File: config.mk
export PLATFORM = sky130hd
export DESIGN_NAME = pfcu_host
export DESIGN_NICKNAME = d
export VERILOG_FILES = /design/src/rtl/pfcu_pkg.sv /design/src/rtl/pfcu_host.sv
export SDC_FILE = /design/constraint.sdc
export NUM_CORES = 1
export LEC_CHECK = 0
export BUFFER_PORTS_ARGS = -buffer_cell sky130_fd_sc_hd__buf_2
export CAP_MARGIN = 10
export CORE_MARGIN = 2
export CORE_UTILIZATION = 25
export DETAILED_ROUTE_END_ITERATION = 12
export GPL_TIMING_DRIVEN = 0
export SYNTH_ARGS = -nofsm -noshare
export SYNTH_HDL_FRONTEND = slang
export SYNTH_SLANG_ARGS = --single-unit
export TNS_END_PERCENT = 1
File: constraint.sdc
create_clock -name clock_i -period 6.4 [get_ports clock_i]
set_input_delay 0.64 -clock clock_i [delete_from_list [all_inputs] [get_ports clock_i]]
set_output_delay 0.64 -clock clock_i [all_outputs]
set_load 0.005 [all_outputs]
File: src/rtl/pfcu_pkg.sv
// Constants and types shared by the parallel flash command unit host controller.
package pfcu_pkg;
  localparam int CLK_NS = 20;
  localparam int ADDR_W = 17;
  localparam int DATA_W = 8;
  localparam logic [ADDR_W-1:0] ADDR_LAST = 17'h1_ffff;
  // Command bytes and the erased byte value.
  localparam logic [7:0] CMD_READ   = 8'h00;
  localparam logic [7:0] CMD_PROG   = 8'h40;
  localparam logic [7:0] CMD_PVER   = 8'hc0;
  localparam logic [7:0] CMD_ERASE  = 8'h20;
  localparam logic [7:0] CMD_EVER   = 8'ha0;
  localparam logic [7:0] CMD_RESET  = 8'hff;
  localparam logic [7:0] CMD_IDENT  = 8'h90;
  localparam logic [7:0] ERASED_VAL = 8'hff;
  // Bus timing in ns; the slowest speed grade is assumed.
  localparam int T_CS_NS  = 20;
  localparam int T_WP_NS  = 60;
  localparam int T_WC_NS  = 200;
  localparam int T_ACC_NS = 200;
  localparam int T_DF_NS  = 30;
  localparam int SYNC_CYC = 2;
  localparam int CS_CYC   = (T_CS_NS + CLK_NS - 1) / CLK_NS;
  localparam int WP_CYC   = (T_WP_NS + CLK_NS - 1) / CLK_NS;
  localparam int WC_CYC   = (T_WC_NS + CLK_NS - 1) / CLK_NS;
  localparam int HOLD_CYC = WC_CYC - WP_CYC - CS_CYC;
  localparam int ACC_CYC  = (T_ACC_NS + CLK_NS - 1) / CLK_NS + SYNC_CYC;
  localparam int DF_CYC   = (T_DF_NS + CLK_NS - 1) / CLK_NS;
  // Operation times in their own units.
  localparam int T_PROG_US  = 10;
  localparam int T_REC_US   = 6;
  localparam int T_VPS_US   = 1;
  localparam int T_ERASE_US = 9500;
  localparam int PROG_CYC   = (T_PROG_US * 1000 + CLK_NS - 1) / CLK_NS;
  localparam int REC_CYC    = (T_REC_US * 1000 + CLK_NS - 1) / CLK_NS;
  localparam int VPS_CYC    = (T_VPS_US * 1000 + CLK_NS - 1) / CLK_NS;
  localparam int ERASE_CYC  = (T_ERASE_US * 1000 + CLK_NS - 1) / CLK_NS;
  localparam int CNT_W      = 20;
  localparam int PROG_TRIES  = 25;
  localparam int ERASE_TRIES = 3000;
  localparam int TRY_W       = 12;
  typedef enum logic [2:0] {
    PFCU_OP_READ,
    PFCU_OP_PROGRAM,
    PFCU_OP_ERASE,
    PFCU_OP_IDENT,
    PFCU_OP_RESET,
    PFCU_OP_IDENT_HV
  } pfcu_op_t;
  typedef enum logic [2:0] {
    PFCU_ACT_WR,
    PFCU_ACT_RD,
    PFCU_ACT_WAIT,
    PFCU_ACT_RETRY,
    PFCU_ACT_NEXT,
    PFCU_ACT_DONE,
    PFCU_ACT_FAIL
  } pfcu_act_t;
endpackage

File: src/rtl/pfcu_host.sv
// Host controller that drives the parallel flash pins for read, program, erase and identify.
`timescale 1ns/100ps
module pfcu_host #(
  parameter int ERASE_WAIT = pfcu_pkg::ERASE_CYC
) (
  input  wire logic                        clock_i,
  input  wire logic                        rst_n_i,
  input  wire logic                        cmd_valid_i,
  input  wire logic [2:0]                  cmd_op_i,
  input  wire logic [pfcu_pkg::ADDR_W-1:0] cmd_addr_i,
  input  wire logic [pfcu_pkg::DATA_W-1:0] cmd_data_i,
  output logic                             cmd_ready_o,
  output logic                             done_o,
  output logic                             fail_o,
  output logic [pfcu_pkg::DATA_W-1:0]      rdata_o,
  output logic [pfcu_pkg::ADDR_W-1:0]      flash_addr_o,
  output logic [pfcu_pkg::DATA_W-1:0]      flash_dq_o,
  output logic                             flash_dq_oe_o,
  input  wire logic [pfcu_pkg::DATA_W-1:0] flash_dq_i,
  output logic                             chip_sel_n_o,
  output logic                             out_gate_n_o,
  output logic                             write_strobe_n_o,
  output logic                             program_supply_raised_level_o,
  output logic                             addr_bit_nine_hv_o
);
  typedef enum logic [2:0] {
    ST_IDLE, ST_SEQ, ST_WR_SET, ST_WR_PULSE, ST_WR_HOLD, ST_RD, ST_RD_FLOAT, ST_WAIT
  } pfcu_state_t;

  pfcu_state_t                  state_q;
  pfcu_pkg::pfcu_op_t           op_q;
  logic [3:0]                   step_q;
  logic [pfcu_pkg::ADDR_W-1:0]  addr_q;
  logic [pfcu_pkg::DATA_W-1:0]  data_q;
  logic [pfcu_pkg::DATA_W-1:0]  rd_q;
  logic [pfcu_pkg::CNT_W-1:0]   cnt_q;
  logic [pfcu_pkg::TRY_W-1:0]   try_q;
  logic [pfcu_pkg::DATA_W-1:0]  dq_s1_q;
  logic [pfcu_pkg::DATA_W-1:0]  dq_s2_q;

  pfcu_pkg::pfcu_act_t          act;
  logic [3:0]                   act_step;
  logic [pfcu_pkg::DATA_W-1:0]  act_byte;
  logic [pfcu_pkg::CNT_W-1:0]   act_cnt;
  logic [pfcu_pkg::TRY_W-1:0]   try_max;

  // The data pins come from another domain, so two flops precede every use.
  always_ff @(posedge clock_i or negedge rst_n_i) begin
    if (!rst_n_i) begin
      dq_s1_q <= 8'h00;
      dq_s2_q <= 8'h00;
    end else begin
      dq_s1_q <= flash_dq_i;
      dq_s2_q <= dq_s1_q;
    end
  end

  // Chooses the next bus action from the operation and its step.
  always_comb begin
    act      = pfcu_pkg::PFCU_ACT_DONE;
    act_step = step_q + 4'h1;
    act_byte = data_q;
    act_cnt  = '0;
    try_max  = (op_q == pfcu_pkg::PFCU_OP_ERASE) ?
               pfcu_pkg::TRY_W'(pfcu_pkg::ERASE_TRIES - 1) :
               pfcu_pkg::TRY_W'(pfcu_pkg::PROG_TRIES - 1);
    case (op_q)
      pfcu_pkg::PFCU_OP_READ: begin
        case (step_q)
          4'h0: begin act = pfcu_pkg::PFCU_ACT_WR; act_byte = pfcu_pkg::CMD_READ; end
          4'h1: act = pfcu_pkg::PFCU_ACT_RD;
          default: act = pfcu_pkg::PFCU_ACT_DONE;
        endcase
      end
      pfcu_pkg::PFCU_OP_PROGRAM: begin
        case (step_q)
          4'h0: begin act = pfcu_pkg::PFCU_ACT_WR; act_byte = pfcu_pkg::CMD_PROG; end
          4'h1: act = pfcu_pkg::PFCU_ACT_WR;
          4'h2: begin
            act     = pfcu_pkg::PFCU_ACT_WAIT;
            act_cnt = pfcu_pkg::CNT_W'(pfcu_pkg::PROG_CYC);
          end
          4'h3: begin act = pfcu_pkg::PFCU_ACT_WR; act_byte = pfcu_pkg::CMD_PVER; end
          4'h4: begin act = pfcu_pkg::PFCU_ACT_WAIT; act_cnt = pfcu_pkg::CNT_W'(pfcu_pkg::REC_CYC); end
          4'h5: act = pfcu_pkg::PFCU_ACT_RD;
          default: begin
            if (rd_q == data_q) act = pfcu_pkg::PFCU_ACT_DONE;
            else if (try_q == try_max) act = pfcu_pkg::PFCU_ACT_FAIL;
            else act = pfcu_pkg::PFCU_ACT_RETRY;
          end
        endcase
      end
      pfcu_pkg::PFCU_OP_ERASE: begin
        case (step_q)
          4'h0, 4'h1: begin
            act      = pfcu_pkg::PFCU_ACT_WR;
            act_byte = pfcu_pkg::CMD_ERASE;
          end
          4'h2: begin
            act     = pfcu_pkg::PFCU_ACT_WAIT;
            act_cnt = pfcu_pkg::CNT_W'(ERASE_WAIT);
          end
          4'h3: begin act = pfcu_pkg::PFCU_ACT_WR; act_byte = pfcu_pkg::CMD_EVER; end
          4'h4: begin act = pfcu_pkg::PFCU_ACT_WAIT; act_cnt = pfcu_pkg::CNT_W'(pfcu_pkg::REC_CYC); end
          4'h5: act = pfcu_pkg::PFCU_ACT_RD;
          default: begin
            if (rd_q == pfcu_pkg::ERASED_VAL) begin
              if (addr_q == pfcu_pkg::ADDR_LAST) act = pfcu_pkg::PFCU_ACT_DONE;
              else act = pfcu_pkg::PFCU_ACT_NEXT;
            end
            else if (try_q == try_max) act = pfcu_pkg::PFCU_ACT_FAIL;
            else act = pfcu_pkg::PFCU_ACT_RETRY;
          end
        endcase
      end
      pfcu_pkg::PFCU_OP_IDENT: begin
        case (step_q)
          4'h0: begin act = pfcu_pkg::PFCU_ACT_WR; act_byte = pfcu_pkg::CMD_IDENT; end
          4'h1: act = pfcu_pkg::PFCU_ACT_RD;
          default: act = pfcu_pkg::PFCU_ACT_DONE;
        endcase
      end
      pfcu_pkg::PFCU_OP_RESET: begin
        case (step_q)
          4'h0, 4'h1: begin
            act      = pfcu_pkg::PFCU_ACT_WR;
            act_byte = pfcu_pkg::CMD_RESET;
          end
          default: act = pfcu_pkg::PFCU_ACT_DONE;
        endcase
      end
      pfcu_pkg::PFCU_OP_IDENT_HV: begin
        case (step_q)
          4'h0: act = pfcu_pkg::PFCU_ACT_RD;
          default: act = pfcu_pkg::PFCU_ACT_DONE;
        endcase
      end
      default: act = pfcu_pkg::PFCU_ACT_FAIL;
    endcase
  end

  // Sequencer and pin drive; every pin is a flop so the bus never glitches.
  always_ff @(posedge clock_i or negedge rst_n_i) begin
    if (!rst_n_i) begin
      state_q                       <= ST_IDLE;
      op_q                          <= pfcu_pkg::PFCU_OP_READ;
      step_q                        <= 4'h0;
      addr_q                        <= '0;
      data_q                        <= 8'h00;
      rd_q                          <= 8'h00;
      cnt_q                         <= '0;
      try_q                         <= '0;
      cmd_ready_o                   <= 1'b0;
      done_o                        <= 1'b0;
      fail_o                        <= 1'b0;
      rdata_o                       <= 8'h00;
      flash_addr_o                  <= '0;
      flash_dq_o                    <= 8'h00;
      flash_dq_oe_o                 <= 1'b0;
      chip_sel_n_o                  <= 1'b1;
      out_gate_n_o                  <= 1'b1;
      write_strobe_n_o              <= 1'b1;
      program_supply_raised_level_o <= 1'b0;
      addr_bit_nine_hv_o            <= 1'b0;
    end else begin
      done_o <= 1'b0;
      case (state_q)
        ST_IDLE: begin
          cmd_ready_o <= 1'b1;
          if (cmd_valid_i && cmd_ready_o) begin
            cmd_ready_o <= 1'b0;
            fail_o      <= 1'b0;
            op_q        <= pfcu_pkg::pfcu_op_t'(cmd_op_i);
            addr_q      <= cmd_addr_i;
            data_q      <= cmd_data_i;
            step_q      <= 4'h0;
            try_q       <= '0;
            // The supply settles before any bus cycle; a rising supply puts the device in array read.
            program_supply_raised_level_o <= (cmd_op_i != 3'(pfcu_pkg::PFCU_OP_IDENT_HV));
            addr_bit_nine_hv_o <= (cmd_op_i == 3'(pfcu_pkg::PFCU_OP_IDENT_HV));
            cnt_q   <= pfcu_pkg::CNT_W'(pfcu_pkg::VPS_CYC);
            state_q <= ST_WAIT;
          end
        end
        ST_SEQ: begin
          step_q <= act_step;
          case (act)
            pfcu_pkg::PFCU_ACT_WR: begin
              flash_addr_o  <= addr_q;
              flash_dq_o    <= act_byte;
              flash_dq_oe_o <= 1'b1;
              out_gate_n_o  <= 1'b1;
              chip_sel_n_o  <= 1'b0;
              cnt_q         <= pfcu_pkg::CNT_W'(pfcu_pkg::CS_CYC);
              state_q       <= ST_WR_SET;
            end
            pfcu_pkg::PFCU_ACT_RD: begin
              flash_addr_o  <= addr_q;
              flash_dq_oe_o <= 1'b0;
              chip_sel_n_o  <= 1'b0;
              out_gate_n_o  <= 1'b0;
              cnt_q         <= pfcu_pkg::CNT_W'(pfcu_pkg::ACC_CYC);
              state_q       <= ST_RD;
            end
            pfcu_pkg::PFCU_ACT_WAIT: begin
              cnt_q   <= act_cnt;
              state_q <= ST_WAIT;
            end
            pfcu_pkg::PFCU_ACT_RETRY: begin
              try_q   <= try_q + 1'b1;
              step_q  <= 4'h0;
              state_q <= ST_SEQ;
            end
            pfcu_pkg::PFCU_ACT_NEXT: begin
              addr_q  <= addr_q + 1'b1;
              step_q  <= 4'h3;
              state_q <= ST_SEQ;
            end
            pfcu_pkg::PFCU_ACT_FAIL: begin
              fail_o             <= 1'b1;
              done_o             <= 1'b1;
              addr_bit_nine_hv_o <= 1'b0;
              state_q            <= ST_IDLE;
            end
            default: begin
              rdata_o            <= rd_q;
              done_o             <= 1'b1;
              addr_bit_nine_hv_o <= 1'b0;
              state_q            <= ST_IDLE;
            end
          endcase
        end
        ST_WR_SET: begin
          cnt_q <= cnt_q - 1'b1;
          if (cnt_q == pfcu_pkg::CNT_W'(1)) begin
            write_strobe_n_o <= 1'b0;
            cnt_q            <= pfcu_pkg::CNT_W'(pfcu_pkg::WP_CYC);
            state_q          <= ST_WR_PULSE;
          end
        end
        ST_WR_PULSE: begin
          cnt_q <= cnt_q - 1'b1;
          if (cnt_q == pfcu_pkg::CNT_W'(1)) begin
            // Data stays driven past the rising strobe edge, where the device takes it.
            write_strobe_n_o <= 1'b1;
            cnt_q            <= pfcu_pkg::CNT_W'(pfcu_pkg::HOLD_CYC);
            state_q          <= ST_WR_HOLD;
          end
        end
        ST_WR_HOLD: begin
          cnt_q         <= cnt_q - 1'b1;
          chip_sel_n_o  <= 1'b1;
          if (cnt_q == pfcu_pkg::CNT_W'(1)) begin
            flash_dq_oe_o <= 1'b0;
            state_q       <= ST_SEQ;
          end
        end
        ST_RD: begin
          cnt_q <= cnt_q - 1'b1;
          if (cnt_q == pfcu_pkg::CNT_W'(1)) begin
            rd_q         <= dq_s2_q;
            chip_sel_n_o <= 1'b1;
            out_gate_n_o <= 1'b1;
            cnt_q        <= pfcu_pkg::CNT_W'(pfcu_pkg::DF_CYC);
            state_q      <= ST_RD_FLOAT;
          end
        end
        ST_RD_FLOAT, ST_WAIT: begin
          // Holding off here keeps our drivers off the bus until the device floats it.
          cnt_q <= cnt_q - 1'b1;
          if (cnt_q <= pfcu_pkg::CNT_W'(1)) begin
            state_q <= ST_SEQ;
          end
        end
        default: state_q <= ST_IDLE;
      endcase
    end
  end
endmodule // pfcu_host

# --- Word level (Yosys, flattened, before mapping) ---
# Index checks and enable logic that the tools add are counted.
totals:
  ff_bits: 133
  latchBits: 0
  mem_bits_rw: 0
  romBits: 0
  input_bits: 39
  output_inout_bits: 42
  memories: 0
classes:
  addsub: 4
  mul: 0
  div_mod_pow: 0
  n_lt_le_gt_ge: 1
  n_eq_ne: 42
  shift: 0
  mux: 60
  n_bitwise: 1
  reduce_logical: 36
op_table:
  columns: ["cell", "n"]
  rows:
  - ["20-bit case mux with 6 select lines", 1]
  - ["20-bit two-way mux", 4]
  - ["19-bit case mux with 2 select lines", 2]
  - ["20-bit case mux with 3 select lines", 1]
  - ["8-bit case mux with 5 select lines", 1]
  - ["12-bit two-way mux", 3]
  - ["17-bit two-way mux", 2]
  - ["17-bit case mux with 2 select lines", 1]
  - ["3-bit two-way mux", 11]
  - ["8-bit case mux with 2 select lines", 2]
  - ["3-bit equality test, second input constant", 9]
  - ["8-bit two-way mux", 3]
  - ["12-bit case mux with 2 select lines", 1]
  - ["3-bit AND reduction", 8]
  - ["3-bit case mux with 7 select lines", 1]
  - ["20-bit by 1-bit equality test with 1-bit output, second input constant", 1]
  - ["20-bit by 1-bit <= comparator with 1-bit output, second input constant", 1]
  - ["2-bit inequality test, second input constant", 10]
  - ["20-bit by 1-bit subtractor with 20-bit output, second input constant", 1]
  - ["3-bit by 2-bit equality test with 1-bit output, second input constant", 6]
  - ["3-bit case mux with 3 select lines", 2]
  - ["9-bit case mux with 2 select lines", 1]
  - ["17-bit by 1-bit adder with 17-bit output, second input constant", 1]
  - ["17-bit equality test, second input constant", 1]
  - ["other kinds (32)", 70]

# --- Longest topological paths before layout ---
# Gate-level depths: netlist of run 1.
depth:
  ltp_word: 11
  mapped_depth: 15
  mapped_depth_nobuf: 13

# --- Worst setup path before layout of run 1 ---
# Ideal clock, no wire load.
synth_path:
  kind: "reg2reg"
  start: "register addr_q[0] (netlist name)"
  end: "register try_q[10] (netlist name)"
  setup_time_ps: 78
  t_arrival_ps: 2993
  path_slack_ps: 3329
  path_stages_with_launch: 16
  path_buffers: 2
  synth_period_minus_slack_ps: 3071
  cell_sequence: "dfrtp_1 -> ha_1 -> and2_1 -> clkbuf_1 -> and3_1 -> and2_1 -> and3_1 -> ha_1 -> nor3_1 -> a211oi_1 -> o21ai_2 -> a211oi_2 -> buf_4 -> o211ai_2 -> or4_1 -> a21oi_1"
synth_via:
  elab_chain_cells: 8
synth_rtl:
  columns: ["item", "line_no", "text"]
  rows:
  - ["start: declaration", "pfcu_host.sv:33", "logic [pfcu_pkg::ADDR_W-1:0] addr_q;"]
  - ["start signal: assignment", "pfcu_host.sv:174", "addr_q <= cmd_addr_i;"]
  - ["start signal: assignment", "pfcu_host.sv:215", "addr_q <= addr_q + 1'b1;"]
  - ["17-bit equality test", "pfcu_host.sv:108", "if (addr_q == pfcu_pkg::ADDR_LAST) act = pfcu_pkg::PFCU_ACT_DONE;"]
  - ["1-bit two-way mux", "pfcu_host.sv:108", null]
  - ["3-bit two-way mux", "pfcu_host.sv:107", "if (rd_q == pfcu_pkg::ERASED_VAL) begin"]
  - ["3-bit case mux with 3 select lines", "pfcu_host.sv:94", "case (step_q)"]
  - ["3-bit case mux with 5 select lines", "pfcu_host.sv:67", "case (op_q)"]
  - ["3-bit by 2-bit equality test with 1-bit output", "pfcu_host.sv:187", "case (act)"]
  - ["2-bit inequality test (no line)", null, null]
  - ["3-bit AND reduction (no line)", null, null]
  - ["end signal: assignment", "pfcu_host.sv:210", "try_q <= try_q + 1'b1;"]
  - ["end: declaration", "pfcu_host.sv:37", "logic [pfcu_pkg::TRY_W-1:0] try_q;"]
# Every way passes these cells.
# A chain may end at the register's enable or synchronous reset.

# --- Worst setup path in the final report of run 1 ---
layout_path:
  start: "register step_q[0]"
  end: "register flash_dq_o[0] (netlist name)"
layout_via:
  elab_chain_cells: 6
layout_rtl:
  columns: ["item", "line_no", "text"]
  rows:
  - ["start: declaration", "pfcu_host.sv:32", "logic [3:0] step_q;"]
  - ["start signal: assignment", "pfcu_host.sv:186", "step_q <= act_step;"]
  - ["4-bit by 1-bit equality test with 1-bit output (tied with other cells)", null, null]
  - ["3-bit OR reduction (no line) (tied with other cells)", null, null]
  - ["3-bit case mux with 3 select lines (tied with other cells)", "pfcu_host.sv:94", null]
  - ["3-bit case mux with 5 select lines", "pfcu_host.sv:67", null]
  - ["3-bit zero test", "pfcu_host.sv:187", null]
  - ["2-bit AND reduction (no line)", null, null]
  - ["end signal: assignment", "pfcu_host.sv:190", "flash_dq_o <= act_byte;"]
  - ["end: declaration", "pfcu_host.sv:17", "output logic [pfcu_pkg::DATA_W-1:0] flash_dq_o,"]
# Several ways; a longest one is shown, not always the timed one.

==> results of run 1 <==
-- layout make-up --
class                           count  area (µm²)
Clock buffer                       21         460
Clock inverter                     10        77.6
Buffer                             34         151
Sequential cell                   133        3330
Timing Repair Buffer               81         434
Inverter                           17        63.8
Fill cell                        2753       18600
Tap cell                          341         427
Multi-Input combinational cell    515        3240
-- flip-flops by register name (all words and copies together), names as in the netlist --
signal and cells:
cmd_ready_o 1, out_gate_n_o 1, addr_bit_nine_hv_o 1, dq_s2_q 8, rdata_o 8, flash_dq_oe_o 1, write_strobe_n_o 1, program_supply_raised_level_o 1
flash_dq_o 8, try_q 12, chip_sel_n_o 1, addr_q 17, rd_q 8, data_q 8, done_o 1, state_q 3
dq_s1_q 8, step_q 4, cnt_q 20, op_q 3, flash_addr_o 17, fail_o 1
-- worst max-delay path by stage --
stage | start | end | slack (ns)
5_1_grt | step_q[0] | flash_dq_o[0] | 2.34
2_1_floorplan | addr_q[0] | try_q[10] | 3.33
6_report | step_q[0] | flash_dq_o[0] | 2.60
3_3_place_gp | step_q[0] | flash_dq_o[3] | 2.77
4_1_cts | step_q[0] | flash_dq_o[0] | 2.64
3_5_place_dp | step_q[0] | flash_dq_o[0] | 2.66
-- cells in the final DEF (no fill, tap or decap), drive strengths merged, types with 11 or more instances in the layout --
cell    instances
xor2           12
nor3           18
mux2           35
and3           14
nand3          23
buf            92
a211oi         11
dfrtp         130
a21oi          31
o21ai          51
nand4          16
nand2          90
clkbuf         44
inv            18
nor2           68
-- where the power goes --
| part | switching, W | internal [W] |
|---|---|---|
| Combinational | 0.0000218 | 0.0000110 |
| Clock | 0.000373 | 0.000515 |
| Sequential | 0.00000132 | 0.000846 |
-- metal layers --
layer | vias to the layer above | GRT usage [%] | share of wire (%)
met5 | - | 0 | 0
met4 | 0 | 4.05 | 1.2
met3 | 19 | 2.76 | 4.2
met2 | 156 | 20.5 | 46
met1 | 2805 | 18.1 | 48
li1 | 2763 | - | -
-- through the flow --
stage	util [%]	instance area (µm²)
global route	30.6	8190
finish	30.6	8190
detailed placement	28.6	7650
floorplan	-	6790
CTS	30.6	8190
global placement	28.4	7620
-- cell families after synthesis --
logic type | Yosys count | synth area share (%)
xor+xnor | 18 | 2.32
mux | 37 | 6.10
compound gates | 170 | 17.5
flops | 133 | 49.1
fa+ha+maj | 9 | 1.66
buf+inv | 51 | 3.17
simple gates | 281 | 20.2
==> flow_metrics.py, run 1 <==
metrics = {
    "clocking": {
        "cts_tree": "yes",
        "ctsHoldBuffers": 0,
        "cts-buffers-inserted": 17,
        "h-tree-depth": 4,
        "clockBufferDepth": 2,
        "cts_sinks": 133,
        "path_clk_slew_ns": 0.06,
        "cts_root_buf": "clkbuf_16",
        "clk_latency_ns": 0.42,
        "cts-resized-gates": 0,
        "cts_setup_buffers": 0,
    },
    "worst_setup_path": {
        "path_delay_family": "simple AND/OR/NAND/NOR gates",
        "crit-reg2reg-capture": "flash_dq_o[0]",
        "cp_cell_sequence": "inv_1 -> ha_1 -> clkbuf_1 -> nor2_1 -> o22a_1 -> nand3_1 -> a211o_1 -> nor4_1 -> nand3_1 -> clkbuf_1 -> nand2_1 -> o31ai_1",
        "cp_num_cells": 12,
        "cp.required_ns": 6.68,
        "crit_type": "flop to flop",
        "arrival_ns": 4.07,
        "cp_num_buf_inv": 3,
        "crit_slowest_cell": "nor4_1",
        "reg2reg_setup_slack_ns": 2.60,
        "worstRegToRegCells": 12,
        "start_kind": "flop",
        "r2r-start": "step_q[0]",
        "cp_max_fo": 10,
        "max_stage_delay_ns": 0.51,
        "critPathCaptureType": "flop",
    },
    "global_routing": {
        "grt_first_pass_wirelength_mm": 29.9,
        "grt.total_usage_pct": 13.1,
        "antenna_found_initial": 0,
        "gr-total-overflow": 0,
        "grt_pass1_vias": 5574,
        "grt_start_max_net_pins": 75,
    },
    "sta": {
        "fin_tns_setup_ns": 0,
        "setup_slack_ns": 2.60,
        "slew_viol_final": 0,
        "worst_slew_pin_slew_ns": 0.885,
        "post-route-period-util_pct": 59.3,
        "rsz0062_at_grt": "false",
        "slew_headroom_pct": 40.4,
        "max_freq_ghz": 0.263,
        "clock_skew_ns": 0.00881,
        "hold_viol": 0,
        "finalSetupViolations": 0,
        "fin_crit_ns": 3.80,
        "hold_ws_ns": 0.243,
    },
    "floorplan": {
        "initial_core_util_pct": 25.3,
        "die_area_um2": 28500,
        "num_rows": 60,
        "fp.dieW_um": 169,
        "die_y_um": 169,
        "io_pins": 81,
        "core_um2": 26800,
    },
    "synthesis": {
        "synth-seq-cells": 133,
        "synth_ff_type": "dfrtp_1",
        "synth_commonest_cells": "dfrtp_1 (130), nand2_1 (90), nor2_1 (66)",
        "synth_edf_count": 0,
        "synth_warnings": 0,
        "synth-async-reset-ratio_pct": 100,
        "syn-cell-area_um2": 6790,
        "yosys.cell_count.top_type": "dfrtp_1",
        "avgSynthCellArea_um2": 9.72,
        "ys_top_cells_by_area": "dfrtp_1 (48%), mux2_2 (5.8%), nand2_1 (5.0%)",
        "synth_cell_types": 76,
        "synth_nets": 747,
        "synth_area_leader_cell": "dfrtp_1",
        "synth_seq_area_share_pct": 49.1,
        "syn_inst": 699,
        "synth_top_area_share_pct": 47.9,
    },
    "detailed_routing": {
        "vias_per_cell": 4.99,
        "drtIter0Drc": 434,
        "antenna_left": 0,
        "drc_errors": 0,
        "vias": 5743,
        "wire_per_inst_um": 15.7,
        "dr.pass1.iters": 5,
        "wl_mm": 18.1,
    },
    "pwr": {
        "finalPower_w": 0.00177,
        "power.density_nw_per_um2": 216,
        "ir_drop_mv": 0.191,
        "p_leak_nw": 3.59,
    },
    "placed_design": {
        "place_inst": 1121,
        "hpwl_mm": 13.1,
        "pre_cts_ws_ns": 2.66,
        "portBuffers": 80,
        "gp_congestion": 0.838,
    },
    "layout": {
        "finalNetCount": 847,
        "area_delta_synth_final_pct": 20.6,
        "layout-drive-gt1-share_pct": 21.9,
        "antenna_cells": 0,
        "layout.cells.non_filler": 1152,
    },
    "run_status": {
        "run_status": "completed",
    },
    "min_path": {
        "min_path_type": "input port to asynchronous set/reset pin",
    },
    "flow_run": {
        "drv_cap": 0,
    },
}
(Power assumes the default switching activity.)
==> run 2, diff against run 1 <==
- clock period: 6.4 -> 3.1 ns (I/O delays scaled with it)
==> run 2 against run 1 <==
  * Global-route usage is 0.22 points higher
  * Clock skew is 0.0042 ns higher
  * Clock-buffer cell count stayed put
  * Critical path type unchanged
  * Critical endpoint is now addr_q[5]
  * Critical path depth is 4 lower
  * Core utilization is 1.5 points higher
  * Register-to-register slack worse by 2.6 ns
  * Combinational power is 130% higher
==> flow_metrics.py, run 2 (synthesized netlist as in run 1, its figures left out) <==
metrics = {
    "worst_setup_path": {
        "cp_common_cell": "o21ai_0",
        "cp_max_fo": 5,
        "start_kind": "flop",
        "crit_slowest_cell": "a2111oi_1",
        "crit_type": "flop to flop",
        "cp.required_ns": 3.39,
        "worstRegToRegCells": 8,
        "reg2reg_setup_slack_ns": 0.02,
        "r2r-start": "try_q[3]",
        "arrival_ns": 3.37,
        "crit-reg2reg-capture": "addr_q[5]",
        "max_stage_delay_ns": 0.72,
        "critPathCaptureType": "flop",
        "cp_num_buf_inv": 1,
        "path_delay_family": "compound AO/OA/AOI/OAI gates",
        "cp_cell_sequence": "a2111oi_1 -> o2111ai_2 -> a211oi_4 -> buf_4 -> and3_1 -> nand2_1 -> o21ai_0 -> o21ai_0",
    },
    "placed_design": {
        "gp_congestion": 0.838,
        "pre_cts_ws_ns": -0.641,
        "portBuffers": 80,
        "hpwl_mm": 13.1,
    },
    "clocking": {
        "clk_latency_ns": 0.42,
        "cts-buffers-inserted": 17,
        "cts_sinks": 133,
        "cts_root_buf": "clkbuf_16",
        "h-tree-depth": 4,
        "path_clk_slew_ns": 0.06,
        "cts_tree": "yes",
        "clockBufferDepth": 2,
    },
    "global_routing": {
        "grt_first_pass_wirelength_mm": 30.4,
        "grt.total_usage_pct": 13.3,
        "antenna_found_initial": 0,
        "grt_start_max_net_pins": 75,
        "gr-total-overflow": 0,
        "grt_pass1_vias": 5737,
    },
    "sta": {
        "slew_viol_final": 0,
        "post-route-period-util_pct": 99.3,
        "max_freq_ghz": 0.325,
        "hold_ws_ns": 0.0146,
        "hold_viol": 0,
        "worst_slew_pin_slew_ns": 0.885,
        "slew_headroom_pct": 40.5,
        "finalSetupViolations": 0,
        "rsz0062_at_grt": "true",
        "clock_skew_ns": 0.0130,
        "setup_slack_ns": 0.0223,
        "fin_crit_ns": 3.08,
    },
    "detailed_routing": {
        "drc_errors": 0,
        "antenna_left": 0,
        "vias_per_cell": 5.04,
        "vias": 5923,
        "wire_per_inst_um": 15.9,
        "drtIter0Drc": 425,
        "dr.pass1.iters": 5,
        "wl_mm": 18.7,
    },
    "layout": {
        "top_register": "cnt_q",
        "utilization_pct": 32.1,
        "area_delta_synth_final_pct": 26.7,
        "largest_register_ffs": 20,
        "final_common_cell": "dfrtp_1",
        "top_regs": "cnt_q: 20 flops, addr_q: 17 flops, flash_addr_o: 17 flops",
        "finalNetCount": 871,
        "layout-drive-gt1-share_pct": 27.8,
        "antenna_cells": 0,
        "final_cell_mix": "dfrtp_1 (128), nand2_1 (90), buf_2 (82), nor2_1 (66), o21ai_0 (40)",
    },
    "min_path": {
        "min_to": "dq_s1_q[0]",
        "hold_depth": 1,
        "hp-start": "flash_dq_i[0]",
        "min_path_type": "input port to flop",
    },
    "floorplan": {
        "io_pins": 81,
        "initial_core_util_pct": 25.3,
        "fp.dieW_um": 169,
        "die_area_um2": 28500,
        "core_um2": 26800,
        "num_rows": 60,
        "die_y_um": 169,
    },
    "pwr": {
        "finalPower_w": 0.00366,
        "power.density_nw_per_um2": 426,
        "p_leak_nw": 3.73,
        "ir_drop_mv": 0.387,
    },
    "run_status": {
        "run_status": "completed",
    },
    "flow_run": {
        "drv_cap": 0,
    },
}
## run 2: cell count changes in the layout (fill, tap and decap cells not counted), sizes merged
cell         delta
dlygate4sd3     +8
clkbuf          -2
buf            +18
## run 2: stage by stage
stage	TNS, ns	cell area, µm²	instances
floorplan	0	6790	699
global placement	-45.58	7620	1120
detailed placement	-27.66	7650	1121
CTS	-0.260	8400	1169
global route	-1.75	8600	1176
finish	0	8600	1176
## run 2: power by group
part	internal [W]	switching [W]
registers	0.00175	0.00000273
logic	0.0000293	0.0000464
clock network	0.00106	0.000773
## run 2: cell type report
type	count	area, µm²
timing repair buffer	108	657
clock inverter	10	77.6
multi-input combinational	515	3420
buffer	31	161
sequential	133	3330
clock buffer	21	460
fill	2719	18200
inverter	17	66.3
tap	341	427
## run 2: worst max-delay path by stage
stage / cells past startpoint / endpoint / slack, ns / start
final: 8 / addr_q[5] / 0.02 / try_q[3]
after global routing: 14 / try_q[10] / -0.16 / addr_q[1]
after global placement: 12 / flash_dq_o[3] / -0.53 / step_q[0]
after detailed placement: 12 / flash_dq_o[0] / -0.64 / step_q[0]
after CTS: 14 / try_q[10] / -0.09 / addr_q[5]
after floorplan: 15 / try_q[10] / 0.03 / addr_q[0]
## run 2: worst reg2reg max path, stage by stage (launching register included)
cell and delay [ns]:
dfrtp_1 0.44, a2111oi_1 0.72, o2111ai_2 0.34, a211oi_4 0.39, buf_4 0.22, and3_1 0.28, nand2_1 0.21, o21ai_0 0.23
o21ai_0 0.12
## run 2: layer usage
metal	vias to the layer above	track usage (%)	routed length [µm]	part of all wire (%)
li1	2811	-	-	-
met2	172	21.1	8880	47
met4	0	4.27	202	1.1
met1	2921	18.2	8820	47
met5	-	0	0	0
met3	19	2.67	805	4.3
## run 2: repair_timing
action                                  in CTS  in global routing
pin swaps                                    6                 12
gates resized for setup                     19                 34
hold buffers                                 8                  0
endpoints found under the setup margin      90                 84
buffers inserted                            11                  8
hold endpoints to repair                    77                  0
